==> src/hw/obm_pkg.sv <==
// Shared constants and types for the operand decoder and byte-move core
package obm_pkg;
	// ----------------------------------------
	// Address windows
	// ----------------------------------------
	localparam logic [15:0] SADDR_BASE = 16'hFE20;
	localparam logic [15:0] SFR_BASE = 16'hFF00;
	localparam logic [15:0] SFR_HOLE_LO = 16'hFFD0;
	localparam logic [15:0] SFR_HOLE_HI = 16'hFFDF;
	localparam logic [15:0] CALL_BASE = 16'h0800;
	localparam logic [15:0] VEC_BASE = 16'h0040;
	localparam logic [15:0] HSRAM_LO = 16'hFB00;
	localparam logic [15:0] HSRAM_HI = 16'hFEFF;
	// ----------------------------------------
	// Register file and status word layout
	// ----------------------------------------
	localparam logic [2:0] IDX_A = 3'h1;
	localparam logic [2:0] IDX_C = 3'h2;
	localparam logic [2:0] IDX_B = 3'h3;
	localparam logic [2:0] IDX_E = 3'h4;
	localparam logic [2:0] IDX_D = 3'h5;
	localparam logic [2:0] IDX_L = 3'h6;
	localparam logic [2:0] IDX_H = 3'h7;
	localparam int NUM_REGS = 8;
	localparam int PSW_CY = 0;
	localparam int PSW_AC = 4;
	localparam int PSW_Z = 6;
	localparam logic [7:0] PSW_RESET = 8'h02;
	localparam logic [7:0] REG_RESET = 8'h00;
	// ----------------------------------------
	// Instruction clock counts
	// ----------------------------------------
	localparam int CW = 6;
	localparam logic [CW-1:0] CLK_REG = 6'h02;
	localparam logic [CW-1:0] CLK_R_IMM = 6'h04;
	localparam logic [CW-1:0] CLK_SADDR = 6'h04;
	localparam logic [CW-1:0] CLK_SADDR_IMM = 6'h06;
	localparam logic [CW-1:0] CLK_SFR_MOV = 6'h05;
	localparam logic [CW-1:0] CLK_SFR_XCH = 6'h06;
	localparam logic [CW-1:0] CLK_SFR_IMM = 6'h07;
	localparam logic [CW-1:0] CLK_ABS = 6'h08;
	localparam logic [CW-1:0] CLK_IND = 6'h04;
	localparam logic [CW-1:0] CLK_HLBYTE = 6'h08;
	localparam logic [CW-1:0] CLK_HLREG = 6'h06;
	localparam logic [CW-1:0] CLK_EXT_MOV = 6'h01;
	localparam logic [CW-1:0] CLK_EXT_XCH = 6'h02;
	localparam logic [CW-1:0] FETCH_EXTRA = 6'h02;
	localparam logic [2:0] PCC_MAX = 3'h4;
	// ----------------------------------------
	// Operand classes and operations
	// ----------------------------------------
	typedef enum logic [4:0] {OPND_NONE, OPND_REG, OPND_PAIR, OPND_SADDR, OPND_SADDRP, OPND_SFR,
		OPND_SFRP, OPND_ABS, OPND_ABSW, OPND_DE, OPND_HL, OPND_HLBYTE, OPND_HLB,
		OPND_HLC, OPND_CALL, OPND_VEC, OPND_REL, OPND_BIT} obm_opnd_t;
	typedef enum logic [3:0] {OP_MOV_R_IMM, OP_MOV_M_IMM, OP_MOV_A_R, OP_MOV_R_A, OP_MOV_A_M,
		OP_MOV_M_A, OP_MOV_PSW_IMM, OP_MOV_A_PSW, OP_MOV_PSW_A, OP_XCH_A_R,
		OP_XCH_A_M, OP_FLAG_RESULT, OP_FLAG_RESTORE, OP_DECODE} obm_op_t;
endpackage

==> src/hw/obm_dec_if.sv <==
// Carrier between the byte-move core and its operand decoder
`timescale 1ns/10ps
`default_nettype none
interface obm_dec_if;
	obm_pkg::obm_opnd_t opndClass;
	logic [1:0] pairIdx;
	logic [7:0] imm;
	logic [15:0] addrField;
	logic [15:0] pc;
	logic [15:0] hl;
	logic [15:0] de;
	logic [7:0] regB;
	logic [7:0] regC;
	logic [15:0] effAddr;
	logic fault;
	logic inHsRam;
	logic [2:0] pairLoIdx;
	logic [2:0] pairHiIdx;
	logic [7:0] bitMask;
	modport dec (input opndClass, pairIdx, imm, addrField, pc, hl, de, regB, regC,
		output effAddr, fault, inHsRam, pairLoIdx, pairHiIdx, bitMask);
	modport core (output opndClass, pairIdx, imm, addrField, pc, hl, de, regB, regC,
		input effAddr, fault, inHsRam, pairLoIdx, pairHiIdx, bitMask);
endinterface
`default_nettype wire

==> src/hw/obm_byte_move_core.sv <==
// Byte transfer and exchange execution core with operand decode
`timescale 1ns/10ps
`default_nettype none
module obm_byte_move_core (
	input wire logic clk,
	input wire logic rst_n,
	input wire logic instValid,
	input wire obm_pkg::obm_op_t instOp,
	input wire obm_pkg::obm_opnd_t instOperand,
	input wire logic [2:0] instReg,
	input wire logic [1:0] instPair,
	input wire logic [7:0] instImm,
	input wire logic [15:0] instAddr,
	input wire logic [15:0] instPc,
	input wire logic fetchFromRom,
	input wire logic resZero,
	input wire logic resHalfCarry,
	input wire logic resCarry,
	input wire logic [7:0] savedPsw,
	input wire logic [2:0] processorClockCtrl,
	input wire logic [7:0] memRdata,
	input wire logic memRvalid,
	output logic instBusy,
	output logic instDone,
	output logic operandFault,
	output logic [15:0] decodedAddr,
	output logic [7:0] bitMask,
	output logic [5:0] instClocks,
	output logic [7:0] accumulator,
	output logic [7:0] programStatusWord,
	output logic memReq,
	output logic memWe,
	output logic [15:0] memAddr,
	output logic [7:0] memWdata
);
	// ----------------------------------------
	// State and latched instruction
	// ----------------------------------------
	typedef enum {ST_IDLE, ST_EXEC, ST_READ, ST_COUNT} obm_state_t;
	obm_state_t state_reg, state_next;
	obm_pkg::obm_op_t op_reg;
	obm_pkg::obm_opnd_t opnd_reg;
	logic [2:0] rIdx_reg;
	logic [1:0] pIdx_reg;
	logic [7:0] imm_reg;
	logic [15:0] addr_reg;
	logic [15:0] pc_reg;
	logic rom_reg;
	logic [2:0] res_reg;
	logic [7:0] saved_reg;
	logic [obm_pkg::CW-1:0] cnt_reg, target_reg;
	logic [3:0] divCnt_reg;
	logic busy_reg, done_reg, fault_reg;
	logic [15:0] effAddr_reg;
	logic [7:0] bitMask_reg;
	logic [obm_pkg::CW-1:0] clocks_reg;
	logic [7:0] psw_reg, psw_next;
	logic memReq_reg, memWe_reg;
	logic [15:0] memAddr_reg;
	logic [7:0] memWdata_reg;
	logic [7:0] regFile [obm_pkg::NUM_REGS];
	obm_dec_if decBus ();

	// ----------------------------------------
	// Operand decoder
	// ----------------------------------------
	obm_operand_decode uDecode (
		.bus(decBus)
	);

	// Decoder fed from latched fields and live pointer registers
	assign decBus.opndClass = opnd_reg;
	assign decBus.pairIdx = pIdx_reg;
	assign decBus.imm = imm_reg;
	assign decBus.addrField = addr_reg;
	assign decBus.pc = pc_reg;
	assign decBus.hl = {regFile[obm_pkg::IDX_H], regFile[obm_pkg::IDX_L]};
	assign decBus.de = {regFile[obm_pkg::IDX_D], regFile[obm_pkg::IDX_E]};
	assign decBus.regB = regFile[obm_pkg::IDX_B];
	assign decBus.regC = regFile[obm_pkg::IDX_C];

	// ----------------------------------------
	// Operation classes
	// ----------------------------------------
	wire logic start = instValid && !busy_reg;
	wire logic isXch = (op_reg == obm_pkg::OP_XCH_A_M) || (op_reg == obm_pkg::OP_XCH_A_R);
	wire logic memRead = (op_reg == obm_pkg::OP_MOV_A_M) || (op_reg == obm_pkg::OP_XCH_A_M);
	wire logic memStore = (op_reg == obm_pkg::OP_MOV_M_A) || (op_reg == obm_pkg::OP_MOV_M_IMM);
	wire logic memOp = memRead || memStore;
	wire logic sfrClass = (opnd_reg == obm_pkg::OPND_SFR) || (opnd_reg == obm_pkg::OPND_SFRP);
	wire logic hlRegClass = (opnd_reg == obm_pkg::OPND_HLB) || (opnd_reg == obm_pkg::OPND_HLC);
	wire logic [7:0] accVal = regFile[obm_pkg::IDX_A];
	wire logic [7:0] regVal = regFile[rIdx_reg];
	wire logic execOk = (state_reg == ST_EXEC) && !decBus.fault;

	// ----------------------------------------
	// Clock accounting
	// ----------------------------------------
	// Base count of the memory forms; sfr counts are already the long figure
	logic [obm_pkg::CW-1:0] memBase, shortCnt, longAdd, targetCnt;
	always_comb begin
		case (opnd_reg)
			obm_pkg::OPND_SADDR: memBase = obm_pkg::CLK_SADDR;
			obm_pkg::OPND_SFR: memBase = isXch ? obm_pkg::CLK_SFR_XCH : obm_pkg::CLK_SFR_MOV;
			obm_pkg::OPND_ABS: memBase = obm_pkg::CLK_ABS;
			obm_pkg::OPND_DE: memBase = obm_pkg::CLK_IND;
			obm_pkg::OPND_HL: memBase = obm_pkg::CLK_IND;
			obm_pkg::OPND_HLBYTE: memBase = obm_pkg::CLK_HLBYTE;
			default: memBase = (hlRegClass && isXch) ? obm_pkg::CLK_HLBYTE : obm_pkg::CLK_HLREG;
		endcase
	end

	// Short count per operation
	always_comb begin
		case (op_reg)
			obm_pkg::OP_MOV_R_IMM: shortCnt = obm_pkg::CLK_R_IMM;
			obm_pkg::OP_MOV_M_IMM: shortCnt = sfrClass ? obm_pkg::CLK_SFR_IMM : obm_pkg::CLK_SADDR_IMM;
			obm_pkg::OP_MOV_PSW_IMM: shortCnt = obm_pkg::CLK_SFR_IMM;
			obm_pkg::OP_MOV_A_PSW: shortCnt = obm_pkg::CLK_SFR_MOV;
			obm_pkg::OP_MOV_PSW_A: shortCnt = obm_pkg::CLK_SFR_MOV;
			obm_pkg::OP_MOV_A_M: shortCnt = memBase;
			obm_pkg::OP_MOV_M_A: shortCnt = memBase;
			obm_pkg::OP_XCH_A_M: shortCnt = memBase;
			default: shortCnt = obm_pkg::CLK_REG;
		endcase
	end

	// Long count only when a data access leaves the fast RAM
	assign longAdd = (memOp && !sfrClass && !decBus.inHsRam) ?
		(isXch ? obm_pkg::CLK_EXT_XCH : obm_pkg::CLK_EXT_MOV) : {obm_pkg::CW{1'b0}};
	// Fetch outside ROM costs extra; the table figures hold only for ROM
	assign targetCnt = shortCnt + longAdd + (rom_reg ? {obm_pkg::CW{1'b0}} : obm_pkg::FETCH_EXTRA);

	// ----------------------------------------
	// CPU clock divider
	// ----------------------------------------
	// Selected setting is clamped so a bad value cannot stall the count
	wire logic [2:0] pccSel = (processorClockCtrl > obm_pkg::PCC_MAX) ? obm_pkg::PCC_MAX : processorClockCtrl;
	wire logic [3:0] divLimit = 4'((5'h01 << pccSel) - 5'h01);
	wire logic cpuTick = (divCnt_reg == divLimit);

	always_ff @(posedge clk or negedge rst_n) begin
		if (!rst_n) begin
			divCnt_reg <= 4'h0;
		end else begin
			divCnt_reg <= (cpuTick || !busy_reg) ? 4'h0 : divCnt_reg + 4'h1;
		end
	end

	// ----------------------------------------
	// Sequencer
	// ----------------------------------------
	wire logic countDone = (state_reg == ST_COUNT) && (cnt_reg >= target_reg);
	always_comb begin
		state_next = state_reg;
		case (state_reg)
			ST_IDLE: state_next = start ? ST_EXEC : ST_IDLE;
			ST_EXEC: state_next = decBus.fault ? ST_IDLE : (memRead ? ST_READ : ST_COUNT);
			ST_READ: state_next = memRvalid ? ST_COUNT : ST_READ;
			ST_COUNT: state_next = countDone ? ST_IDLE : ST_COUNT;
			default: state_next = ST_IDLE;
		endcase
	end

	// Instruction latch, taken only while idle
	always_ff @(posedge clk or negedge rst_n) begin
		if (!rst_n) begin
			op_reg <= obm_pkg::OP_DECODE;
			opnd_reg <= obm_pkg::OPND_NONE;
			rIdx_reg <= 3'h0;
			pIdx_reg <= 2'h0;
			imm_reg <= 8'h00;
			addr_reg <= 16'h0000;
			pc_reg <= 16'h0000;
			rom_reg <= 1'b1;
			res_reg <= 3'h0;
			saved_reg <= 8'h00;
		end else if (start) begin
			op_reg <= instOp;
			opnd_reg <= instOperand;
			rIdx_reg <= instReg;
			pIdx_reg <= instPair;
			imm_reg <= instImm;
			addr_reg <= instAddr;
			pc_reg <= instPc;
			rom_reg <= fetchFromRom;
			res_reg <= {resZero, resHalfCarry, resCarry};
			saved_reg <= savedPsw;
		end
	end

	// State, counters and completion flags
	always_ff @(posedge clk or negedge rst_n) begin
		if (!rst_n) begin
			state_reg <= ST_IDLE;
			busy_reg <= 1'b0;
			done_reg <= 1'b0;
			fault_reg <= 1'b0;
			cnt_reg <= {obm_pkg::CW{1'b0}};
			target_reg <= {obm_pkg::CW{1'b0}};
			clocks_reg <= {obm_pkg::CW{1'b0}};
		end else begin
			state_reg <= state_next;
			busy_reg <= (state_next != ST_IDLE);
			done_reg <= countDone || ((state_reg == ST_EXEC) && decBus.fault);
			if (start) begin
				cnt_reg <= {obm_pkg::CW{1'b0}};
				fault_reg <= 1'b0;
			end else if (busy_reg && cpuTick) begin
				cnt_reg <= cnt_reg + {{(obm_pkg::CW-1){1'b0}}, 1'b1};
			end
			if (state_reg == ST_EXEC) begin
				fault_reg <= decBus.fault;
				target_reg <= targetCnt;
				clocks_reg <= decBus.fault ? {obm_pkg::CW{1'b0}} : targetCnt;
			end
		end
	end

	// Decoded address and bit mask held for the caller
	always_ff @(posedge clk or negedge rst_n) begin
		if (!rst_n) begin
			effAddr_reg <= 16'h0000;
			bitMask_reg <= 8'h00;
		end else if (state_reg == ST_EXEC) begin
			effAddr_reg <= decBus.effAddr;
			bitMask_reg <= decBus.bitMask;
		end
	end

	// ----------------------------------------
	// Memory bus
	// ----------------------------------------
	// Exchange writes the old accumulator back in the cycle after the read answer
	wire logic rdBack = (state_reg == ST_READ) && memRvalid;
	wire logic issueRd = execOk && memRead;
	wire logic issueWr = (execOk && memStore) || (rdBack && isXch);
	always_ff @(posedge clk or negedge rst_n) begin
		if (!rst_n) begin
			memReq_reg <= 1'b0;
			memWe_reg <= 1'b0;
			memAddr_reg <= 16'h0000;
			memWdata_reg <= 8'h00;
		end else begin
			memReq_reg <= issueRd || issueWr;
			if (issueRd || issueWr) begin
				memWe_reg <= issueWr;
				memAddr_reg <= decBus.effAddr;
				memWdata_reg <= (op_reg == obm_pkg::OP_MOV_M_IMM) ? imm_reg : accVal;
			end
		end
	end

	// ----------------------------------------
	// Register file writes
	// ----------------------------------------
	// Two ports so an exchange moves both bytes in the same edge
	logic weA, weR;
	logic [7:0] dataA, dataR;
	always_comb begin
		weA = 1'b0;
		weR = 1'b0;
		dataA = accVal;
		dataR = regVal;
		if (execOk) begin
			case (op_reg)
				obm_pkg::OP_MOV_R_IMM: begin
					weR = 1'b1;
					dataR = imm_reg;
				end
				obm_pkg::OP_MOV_A_R: begin
					weA = 1'b1;
					dataA = regVal;
				end
				obm_pkg::OP_MOV_R_A: begin
					weR = 1'b1;
					dataR = accVal;
				end
				obm_pkg::OP_MOV_A_PSW: begin
					weA = 1'b1;
					dataA = psw_reg;
				end
				obm_pkg::OP_XCH_A_R: begin
					weA = 1'b1;
					weR = 1'b1;
					dataA = regVal;
					dataR = accVal;
				end
				default: weA = 1'b0;
			endcase
		end else if (rdBack) begin
			weA = 1'b1;
			dataA = memRdata;
		end
	end

	// One flop group per register; accumulator port wins on a clash
	generate
		for (genvar i = 0; i < obm_pkg::NUM_REGS; i++) begin : gReg
			always_ff @(posedge clk or negedge rst_n) begin
				if (!rst_n) begin
					regFile[i] <= obm_pkg::REG_RESET;
				end else if (weA && (3'(i) == obm_pkg::IDX_A)) begin
					regFile[i] <= dataA;
				end else if (weR && (3'(i) == rIdx_reg)) begin
					regFile[i] <= dataR;
				end
			end
		end
	endgenerate

	// ----------------------------------------
	// Program status word
	// ----------------------------------------
	// Plain moves and exchanges fall to the default and keep every flag
	always_comb begin
		psw_next = psw_reg;
		if (execOk) begin
			case (op_reg)
				obm_pkg::OP_MOV_PSW_IMM: psw_next = imm_reg;
				obm_pkg::OP_MOV_PSW_A: psw_next = accVal;
				obm_pkg::OP_FLAG_RESTORE: psw_next = saved_reg;
				obm_pkg::OP_FLAG_RESULT: begin
					psw_next[obm_pkg::PSW_Z] = res_reg[2];
					psw_next[obm_pkg::PSW_AC] = res_reg[1];
					psw_next[obm_pkg::PSW_CY] = res_reg[0];
				end
				default: psw_next = psw_reg;
			endcase
		end
	end

	always_ff @(posedge clk or negedge rst_n) begin
		if (!rst_n) begin
			psw_reg <= obm_pkg::PSW_RESET;
		end else begin
			psw_reg <= psw_next;
		end
	end

	// ----------------------------------------
	// Outputs
	// ----------------------------------------
	assign instBusy = busy_reg;
	assign instDone = done_reg;
	assign operandFault = fault_reg;
	assign decodedAddr = effAddr_reg;
	assign bitMask = bitMask_reg;
	assign instClocks = clocks_reg;
	assign accumulator = regFile[obm_pkg::IDX_A];
	assign programStatusWord = psw_reg;
	assign memReq = memReq_reg;
	assign memWe = memWe_reg;
	assign memAddr = memAddr_reg;
	assign memWdata = memWdata_reg;
endmodule // obm_byte_move_core
`default_nettype wire

==> src/hw/obm_operand_decode.sv <==
// Combinational operand address decoder
`timescale 1ns/10ps
`default_nettype none
module obm_operand_decode (
	obm_dec_if.dec bus
);
	// ----------------------------------------
	// Candidate addresses per operand class
	// ----------------------------------------
	wire logic [15:0] saddrAddr = obm_pkg::SADDR_BASE + {8'h00, bus.addrField[7:0]};
	wire logic [15:0] sfrAddr = obm_pkg::SFR_BASE | {8'h00, bus.addrField[7:0]};
	wire logic [15:0] callAddr = obm_pkg::CALL_BASE | {5'h00, bus.addrField[10:0]};
	wire logic [15:0] vecAddr = obm_pkg::VEC_BASE | {10'h000, bus.addrField[4:0], 1'b0};
	wire logic [15:0] relAddr = bus.pc + {{8{bus.imm[7]}}, bus.imm};
	wire logic [15:0] hlByteAddr = bus.hl + {8'h00, bus.imm};
	wire logic [15:0] hlBAddr = bus.hl + {8'h00, bus.regB};
	wire logic [15:0] hlCAddr = bus.hl + {8'h00, bus.regC};
	// Hole in the special register space is refused for both sfr operand forms
	wire logic sfrHole = (sfrAddr >= obm_pkg::SFR_HOLE_LO) && (sfrAddr <= obm_pkg::SFR_HOLE_HI);
	logic [15:0] addrSel;
	logic faultSel;

	// Address selection and alignment checks
	always_comb begin
		addrSel = 16'h0000;
		faultSel = 1'b0;
		case (bus.opndClass)
			obm_pkg::OPND_SADDR: addrSel = saddrAddr;
			obm_pkg::OPND_SADDRP: begin
				addrSel = saddrAddr;
				faultSel = saddrAddr[0];
			end
			obm_pkg::OPND_SFR: begin
				addrSel = sfrAddr;
				faultSel = sfrHole;
			end
			obm_pkg::OPND_SFRP: begin
				addrSel = sfrAddr;
				faultSel = sfrHole | sfrAddr[0];
			end
			obm_pkg::OPND_ABS: addrSel = bus.addrField;
			obm_pkg::OPND_ABSW: begin
				addrSel = bus.addrField;
				faultSel = bus.addrField[0];
			end
			obm_pkg::OPND_DE: addrSel = bus.de;
			obm_pkg::OPND_HL: addrSel = bus.hl;
			obm_pkg::OPND_HLBYTE: addrSel = hlByteAddr;
			obm_pkg::OPND_HLB: addrSel = hlBAddr;
			obm_pkg::OPND_HLC: addrSel = hlCAddr;
			obm_pkg::OPND_CALL: addrSel = callAddr;
			obm_pkg::OPND_VEC: addrSel = vecAddr;
			obm_pkg::OPND_REL: addrSel = relAddr;
			default: addrSel = 16'h0000;
		endcase
	end

	// ----------------------------------------
	// Outputs
	// ----------------------------------------
	assign bus.effAddr = addrSel;
	assign bus.fault = faultSel;
	assign bus.inHsRam = (addrSel >= obm_pkg::HSRAM_LO) && (addrSel <= obm_pkg::HSRAM_HI);
	assign bus.pairLoIdx = {bus.pairIdx, 1'b0};
	assign bus.pairHiIdx = {bus.pairIdx, 1'b1};
	assign bus.bitMask = 8'h01 << bus.imm[2:0];
endmodule // obm_operand_decode
`default_nettype wire

==> config.mk <==
export PLATFORM = sky130hd
export DESIGN_NAME = obm_byte_move_core
export DESIGN_NICKNAME = d
export VERILOG_FILES = /design/src/hw/obm_pkg.sv /design/src/hw/obm_dec_if.sv /design/src/hw/obm_byte_move_core.sv /design/src/hw/obm_operand_decode.sv
export SDC_FILE = /design/constraint.sdc
export NUM_CORES = 1
export LEC_CHECK = 0
export ABC_AREA = 1
export BUFFER_PORTS_ARGS = -buffer_cell sky130_fd_sc_hd__buf_2
export CORE_ASPECT_RATIO = 1.2
export CORE_MARGIN = 10
export CORE_UTILIZATION = 53
export CTS_CLUSTER_SIZE = 14
export DETAILED_ROUTE_END_ITERATION = 8
export PLACE_DENSITY = 0.77
export SLEW_MARGIN = 10
export SYNTH_ARGS = -nofsm -noshare
export SYNTH_HDL_FRONTEND = slang
export SYNTH_SLANG_ARGS = --single-unit
export TNS_END_PERCENT = 1
==> constraint.sdc <==
create_clock -name clk -period 4.5 [get_ports clk]
set_clock_uncertainty 0.2 [all_clocks]
set_input_delay 0.45 -clock clk [delete_from_list [all_inputs] [get_ports clk]]
set_output_delay 0.45 -clock clk [all_outputs]
set_load 0.005 [all_outputs]
# Word level (Yosys, flattened, before mapping)
# Index checks and enable logic that the tools add are counted.
# Widths: inputs -> output; s select.
dict set report totals {
  input_bits 81
  out_inout_bits 75
  elab_cells 200
  ff_bits 243
}
dict set report classes {
  muxes 45
  n_lt_le_gt_ge 7
  n_addsub 10
  shifts 2
  bitwise_logic 2
  n_reduce_logical 59
  n_eq_ne 42
}
# op n
set op_table {}
lappend op_table {{$pmux 16 s11} 1}
lappend op_table {{$eq 32x2->1 const B} 3}
lappend op_table {{$eq 32x3->1 const B} 2}
lappend op_table {{$mux 8} 8}
lappend op_table {{$add 16x8->16} 3}
lappend op_table {{$eq 5x4->1 const B} 8}
lappend op_table {{$eq 32x1->1 const B} 1}
lappend op_table {{$ge 16x16->1 const B} 2}
lappend op_table {{$le 16x16->1 const B} 2}
lappend op_table {{$logic_not 32->1} 1}
lappend op_table {{$pmux 8 s2} 2}
lappend op_table {{$reduce_bool 32->1} 1}
lappend op_table {{$bmux 8 s3} 1}
lappend op_table {{$logic_and 1x1->1} 22}
lappend op_table {{$eq 4x4->1 const B} 5}
lappend op_table {{$eq 5x3->1 const B} 4}
lappend op_table {{$pmux 4 s5} 1}
lappend op_table {{$mux 6} 3}
lappend op_table {{$add 16x16->16} 1}
lappend op_table {{$eq 4x3->1 const B} 4}
lappend op_table {{$pmux 1 s4} 4}
lappend op_table {{$reduce_or 2->1} 7}
lappend op_table {{$add 6x2->6} 2}
lappend op_table {{$eq 3x3->1 const A} 4}
lappend op_table {{38 further kinds} 75}

# Depth between registers and ports, before layout
dict set report logic_depth {
  word_depth 11
  mapped_depth 29
  mapped_depth_nobuf 29
}

# Cells and area by module
# From an unflattened synthesis, not the netlist that was laid out.
dict set report unflattened {
  cells_unflattened 1874
  area_unflattened_um2 13021.2
}
# mod area_per_inst_um2 cells_each seq_area_each_um2 instances
set by_module_without_submodules {}
lappend by_module_without_submodules {obm_byte_move_core 10328.7 1336 5336.4 1}
lappend by_module_without_submodules {obm_operand_decode 2692.6 538 0.0 1}

# Least setup slack after synthesis
# Ideal clock, no wire load.
dict set report synth_timing {
  kind {reg2reg}
  start {reg opnd_reg[0] (netlist: decBus.opndClass[0])}
  end {reg clocks_reg (netlist bit instClocks[2])}
  setup_time_ps 83
  slack_ps -34
  path_stages_with_launch 28
  arrival_ps 4251
  path_buffers 0
  required_ps 4217
  synth_period_minus_slack_ps 4534
  path_cell_list {dfrtp_1 -> nor2_2 -> nand2_1 -> nor2_1 -> nor2_4 -> nand2_1 -> o221ai_1 -> ha_1 -> fa_1 -> nand3_1 -> nand2_1 -> nand2_1 -> nand2_1 -> nand3_1 -> nand2_1 -> nand3_1 -> nand3_1 -> nand2_1 -> nor2_1 -> nand3_1 -> nand3_1 -> fa_1 -> inv_1 -> ha_1 -> inv_1 -> fa_1 -> or2_2 -> o21ai_0}
}
dict set report synth_via {
  elab_chain_cells 11
  word_cells_on_any_way 39
  classes_between {add/sub: 2; order compare: 2; eq/ne: 14; mux: 8; reduce/logical: 13}
}
# item line_no
set synth_lines {}
lappend synth_lines {{from (decl)} obm_byte_move_core.sv:42} ;# obm_pkg::obm_opnd_t opnd_reg;
lappend synth_lines {{from (signal assigned)} obm_byte_move_core.sv:169} ;# opnd_reg <= obm_pkg::OPND_NONE;
lappend synth_lines {{from (signal assigned)} obm_byte_move_core.sv:180} ;# opnd_reg <= instOperand;
lappend synth_lines {{$eq 5x3->1, or another cell as far along} {obm_byte_move_core.sv:102, obm_operand_decode.sv:27}}
lappend synth_lines {{$reduce_or 2->1 (no line)} --}
lappend synth_lines {{$pmux 16 s11} obm_operand_decode.sv:27} ;# case (bus.opndClass)
lappend synth_lines {{$ge 16x16->1 / $le 16x16->1 (equally long branches)} obm_operand_decode.sv:63} ;# assign bus.inHsRam = (addrSel >= obm_pkg::HSRAM_LO) && (addrSel <= obm_pkg::HSRAM_HI);
lappend synth_lines {{$logic_and 1x1->1} obm_operand_decode.sv:63}
lappend synth_lines {{$logic_not 1->1} obm_byte_move_core.sv:129} ;# assign longAdd = (memOp && !sfrClass && !decBus.inHsRam) ?
lappend synth_lines {{$logic_and 1x1->1} obm_byte_move_core.sv:129}
lappend synth_lines {{$mux 2} obm_byte_move_core.sv:129}
lappend synth_lines {{$add 6x2->6 (2 in series)} obm_byte_move_core.sv:132} ;# assign targetCnt = shortCnt + longAdd + (rom_reg ? {obm_pkg::CW{1'b0}} : obm_pkg::FETCH_EXTRA);
lappend synth_lines {{$mux 6 *} obm_byte_move_core.sv:215} ;# clocks_reg <= decBus.fault ? {obm_pkg::CW{1'b0}} : targetCnt;
lappend synth_lines {{to (signal assigned)} obm_byte_move_core.sv:201} ;# clocks_reg <= {obm_pkg::CW{1'b0}};
lappend synth_lines {{to (signal assigned)} obm_byte_move_core.sv:215}
lappend synth_lines {{to (decl)} obm_byte_move_core.sv:56} ;# logic [obm_pkg::CW-1:0] clocks_reg;
# Every way passes the cells marked *; elsewhere a longest branch is shown, timed or not.
# A chain may end at the register's enable or synchronous reset.

# Final worst setup path
dict set report layout_timing {
  start {reg opnd_reg[4] (netlist: decBus.opndClass[4])}
  end {reg memAddr_reg[15] (netlist: memAddr[15])}
}
dict set report layout_via {
  elab_chain_cells 7
  word_cells_on_any_way 25
  classes_between {eq/ne: 14; mux: 2; reduce/logical: 9}
}
# item line_no
set layout_lines {}
lappend layout_lines {{$eq 5x4->1 / $eq 5x3->1 (equally long branches)} obm_operand_decode.sv:27}
lappend layout_lines {{$pmux 1 s4} obm_operand_decode.sv:27}
lappend layout_lines {{$logic_not 1->1} obm_byte_move_core.sv:94} ;# wire logic execOk = (state_reg == ST_EXEC) && !decBus.fault;
lappend layout_lines {{$logic_and 1x1->1} obm_byte_move_core.sv:94}
lappend layout_lines {{$logic_and 1x1->1} obm_byte_move_core.sv:237} ;# wire logic issueWr = (execOk && memStore) || (rdBack && isXch);
lappend layout_lines {{$logic_or 1x1->1} obm_byte_move_core.sv:237}
lappend layout_lines {{$logic_or 1x1->1} obm_byte_move_core.sv:246} ;# if (issueRd || issueWr) begin
lappend layout_lines {{to (signal assigned)} obm_byte_move_core.sv:248} ;# memAddr_reg <= decBus.effAddr;
lappend layout_lines {{to (decl)} obm_byte_move_core.sv:59} ;# logic [15:0] memAddr_reg;
# Several ways; a longest one is shown, not always the timed one.

==> reports/results.ini <==
[critical_path]
cp-start-kind = flip-flop
startpoint = decBus.opndClass[4]$_DFFE_PN0P_
worstSetupPathType = reg2reg
arrival_ps = 4870
end_kind = flip-flop
cp_max_fo = 8
cp.required_ps = 4700
critPathMostFrequentCell = buf_4
slowest_delay_ps = 390
timing.rr.start = decBus.opndClass[4]$_DFFE_PN0P_
crit_buf_inv = 19
crit_family = buffers and inverters
crit_slowest_cell = dfrtp_1

[die]
die_w_um = 159
ios = 156
die_y_um = 187
start_util_pct = 54.2
dieArea_um2 = 29600
core_area_um2 = 22600
row_count = 60

[cells_and_area]
final_cell_mix = 481 x nand2_1, 206 x dfrtp_1, 200 x inv_1, 151 x buf_2, 126 x nor2_1
area_growth_pct = 28.3
drive_above_1_share_pct = 21.7
ff_latch_area_um2 = 5290
num-fill-cells = 1867
nNetsFinal = 2046
multi_input_area_um2 = 6260
layout_commonest_cell = nand2_1

[outcome]
status = finished with violations
violations = negative setup slack

[yosys]
synth-edff-count = 0
yosys.cell_types.count = 57
synth_cells = 1649
syn_avg_cell_area_um2 = 7.43
yosysWarnings = 0
synth_fp_nets = 1768
synth.yosys.seq_area_share_pct = 43.1
synthArstFlopShare_pct = 100
synth_seq_cells = 211
netlist_area_um2 = 12300
ys.flop_type = dfrtp_1

[global_routing]
grt_pass1_vias = 12100
overflow = 0
grt_pass1_wl_um = 67500
grt_usage_pct = 28.0
grt_max_degree = 121
grt_antenna_before_repair = 3

[place]
pre_cts_ws_ps = -331
place_congestion = 0.951
place.detailed.hpwl_um = 31800
numPortBuffers = 152

[timing]
rsz0062_at_grt = yes
hold_viol = 0
relSlewSlack_pct = 34.3
finalSetupTns_ps = -728
worst_slack_ps = -168
min_period_ps = 4670
setup_violations = 6
worst_pin_slew_ps = 986
max_freq_mhz = 214
report.final.slew_viol_count = 0
timing.final.crit_share_pct = 104

[clock_tree]
cts.clk_slew.worst_paths_ps = 60
cts_root_buf = clkbuf_16
cts_buffers = 23
clk_latency_ps = 520
cts_tree = done
h-tree-depth = 1
cts_max_path_buffers = 3
cts_sinks = 211

[min_path]
holdCritPathClass = in2reg
hold_start = instAddr[4]

[route]
drt_iter0_drc = 1086
wl_per_cell_um = 19.3
ant_nets = 0
firstDrtPassIters = 5
drt_wl_total_um = 43600
vias_per_cell = 5.56
vias = 12500
drc = 0

[power]
p_per_area_nw_per_um2 = 741
p_leak_nw = 7.86
ir_drop_uv = 443

[flow_run]
cap_violations = 0

metal layers:
| metal | routed length (um) | track usage [%] | part of all wire [%] |
|---|---|---|---|
| met5 | 0 | 0 | 0 |
| met1 | 17600 | 34.6 | 40 |
| met2 | 21000 | 47.3 | 48 |
| met4 | 2050 | 13.0 | 4.7 |
| met3 | 3010 | 3.91 | 6.9 |
through the flow:
stage	power [W]	util, %	std cells	cell area, um^2	hold slack (ps)
after floorplan	0.00661	-	1649	12300	-45.6
after global placement	0.00864	60.2	2118	13600	260
after detailed placement	0.00874	60.2	2118	13600	261
after CTS	0.0113	68.3	2245	15400	11.4
after global routing	0.0124	69.6	2257	15700	7.26
final	0.0117	69.6	2257	15700	23.7
logic make-up (layout without fill, tap and decap cells):
group           after synthesis  in the layout  synth area share, %
compound gates              332            332                 16.1
xor+xnor                     12             12                0.857
other cells                   1              4               0.0306
simple gates                778            778                 26.5
fa+ha+maj                    38             38                 4.12
flops                       211            211                 43.1
buf+inv                     277            572                 9.18
cell usage after synthesis, types with 3 or more instances:
master | n | share of area (%)
a211oi_1 | 3 | 0.18
a21oi_1 | 65 | 2.7
a21oi_2 | 3 | 0.21
a221oi_1 | 7 | 0.50
a22oi_1 | 14 | 0.86
a22oi_2 | 3 | 0.31
a31oi_1 | 6 | 0.31
and2_1 | 4 | 0.20
buf_2 | 12 | 0.49
buf_4 | 10 | 0.61
buf_6 | 4 | 0.37
clkbuf_1 | 26 | 0.80
dfrtp_1 | 206 | 42
dfstp_2 | 5 | 1.1
fa_1 | 4 | 0.65
ha_1 | 34 | 3.5
inv_1 | 207 | 6.3
inv_2 | 15 | 0.46
nand2_1 | 496 | 15
nand2_2 | 9 | 0.46
nand3_1 | 87 | 3.6
nand4_1 | 8 | 0.41
nor2_1 | 134 | 4.1
nor2_2 | 3 | 0.15
nor2_4 | 6 | 0.55
nor2_8 | 4 | 0.65
nor3_1 | 15 | 0.61
o2111ai_1 | 5 | 0.36
o211ai_1 | 5 | 0.31
o21a_1 | 3 | 0.18
o21ai_0 | 118 | 4.8
o21ai_1 | 41 | 1.7
o21ai_2 | 4 | 0.29
o221ai_1 | 16 | 1.1
o22ai_1 | 26 | 1.3
or2_2 | 6 | 0.31
xnor2_1 | 4 | 0.29
xor2_1 | 8 | 0.57
report_power, final:
| part | internal [W] | total (W) | switching, W |
|---|---|---|---|
| clock network | 0.00128 | 0.00209 | 0.000812 |
| logic | 0.00233 | 0.00619 | 0.00386 |
| registers | 0.00267 | 0.00337 | 0.000693 |
layout make-up:
type | instances | share of cell area (%)
clock inverters | 13 | 1.28
flip-flops and latches | 211 | 33.6
inverters | 224 | 5.39
multi-input cells | 1161 | 39.8
diodes | 3 | 0.0477
well taps | 310 | 2.47
repair buffers | 306 | 13.4
clock buffers | 29 | 3.99
worst register-to-register path, delay by kind of cell (launching register included):
| kind | cells | cell delay, ps |
|---|---|---|
| adder cells (fa/ha/maj) | 1 | 260 |
| AO/OA/AOI/OAI | 3 | 500 |
| flip-flops | 1 | 390 |
| AND/OR/NAND/NOR | 9 | 760 |
| buffers and inverters | 19 | 2440 |
final timing paths:
path	cells after the start	end	slack, ps
max reg2reg	32	memAddr[15]$_DFFE_PN0P_	-170
min in group asynchronous	2	decBus.regC[2]$_DFFE_PN0P_	460
max	32	memAddr[15]$_DFFE_PN0P_	-170
min	3	addr_reg[4]$_DFFE_PN0P_	20
max in group asynchronous	3	rom_reg$_DFFE_PN1P_	2600
min reg2reg	2	decodedAddr[15]$_DFFE_PN0P_	270
timing repair:
item | 4_1_cts | 5_1_grt
buffers inserted | 23 | 9
pin swaps | 21 | 26
cloned | 0 | 0
endpoints found under the hold margin | 176 | 0
setup endpoints to repair | 4 | 8
resized for setup | 48 | 45
hold buffers | 62 | 0
No activity file was read; power rests on OpenSTA's default activity.
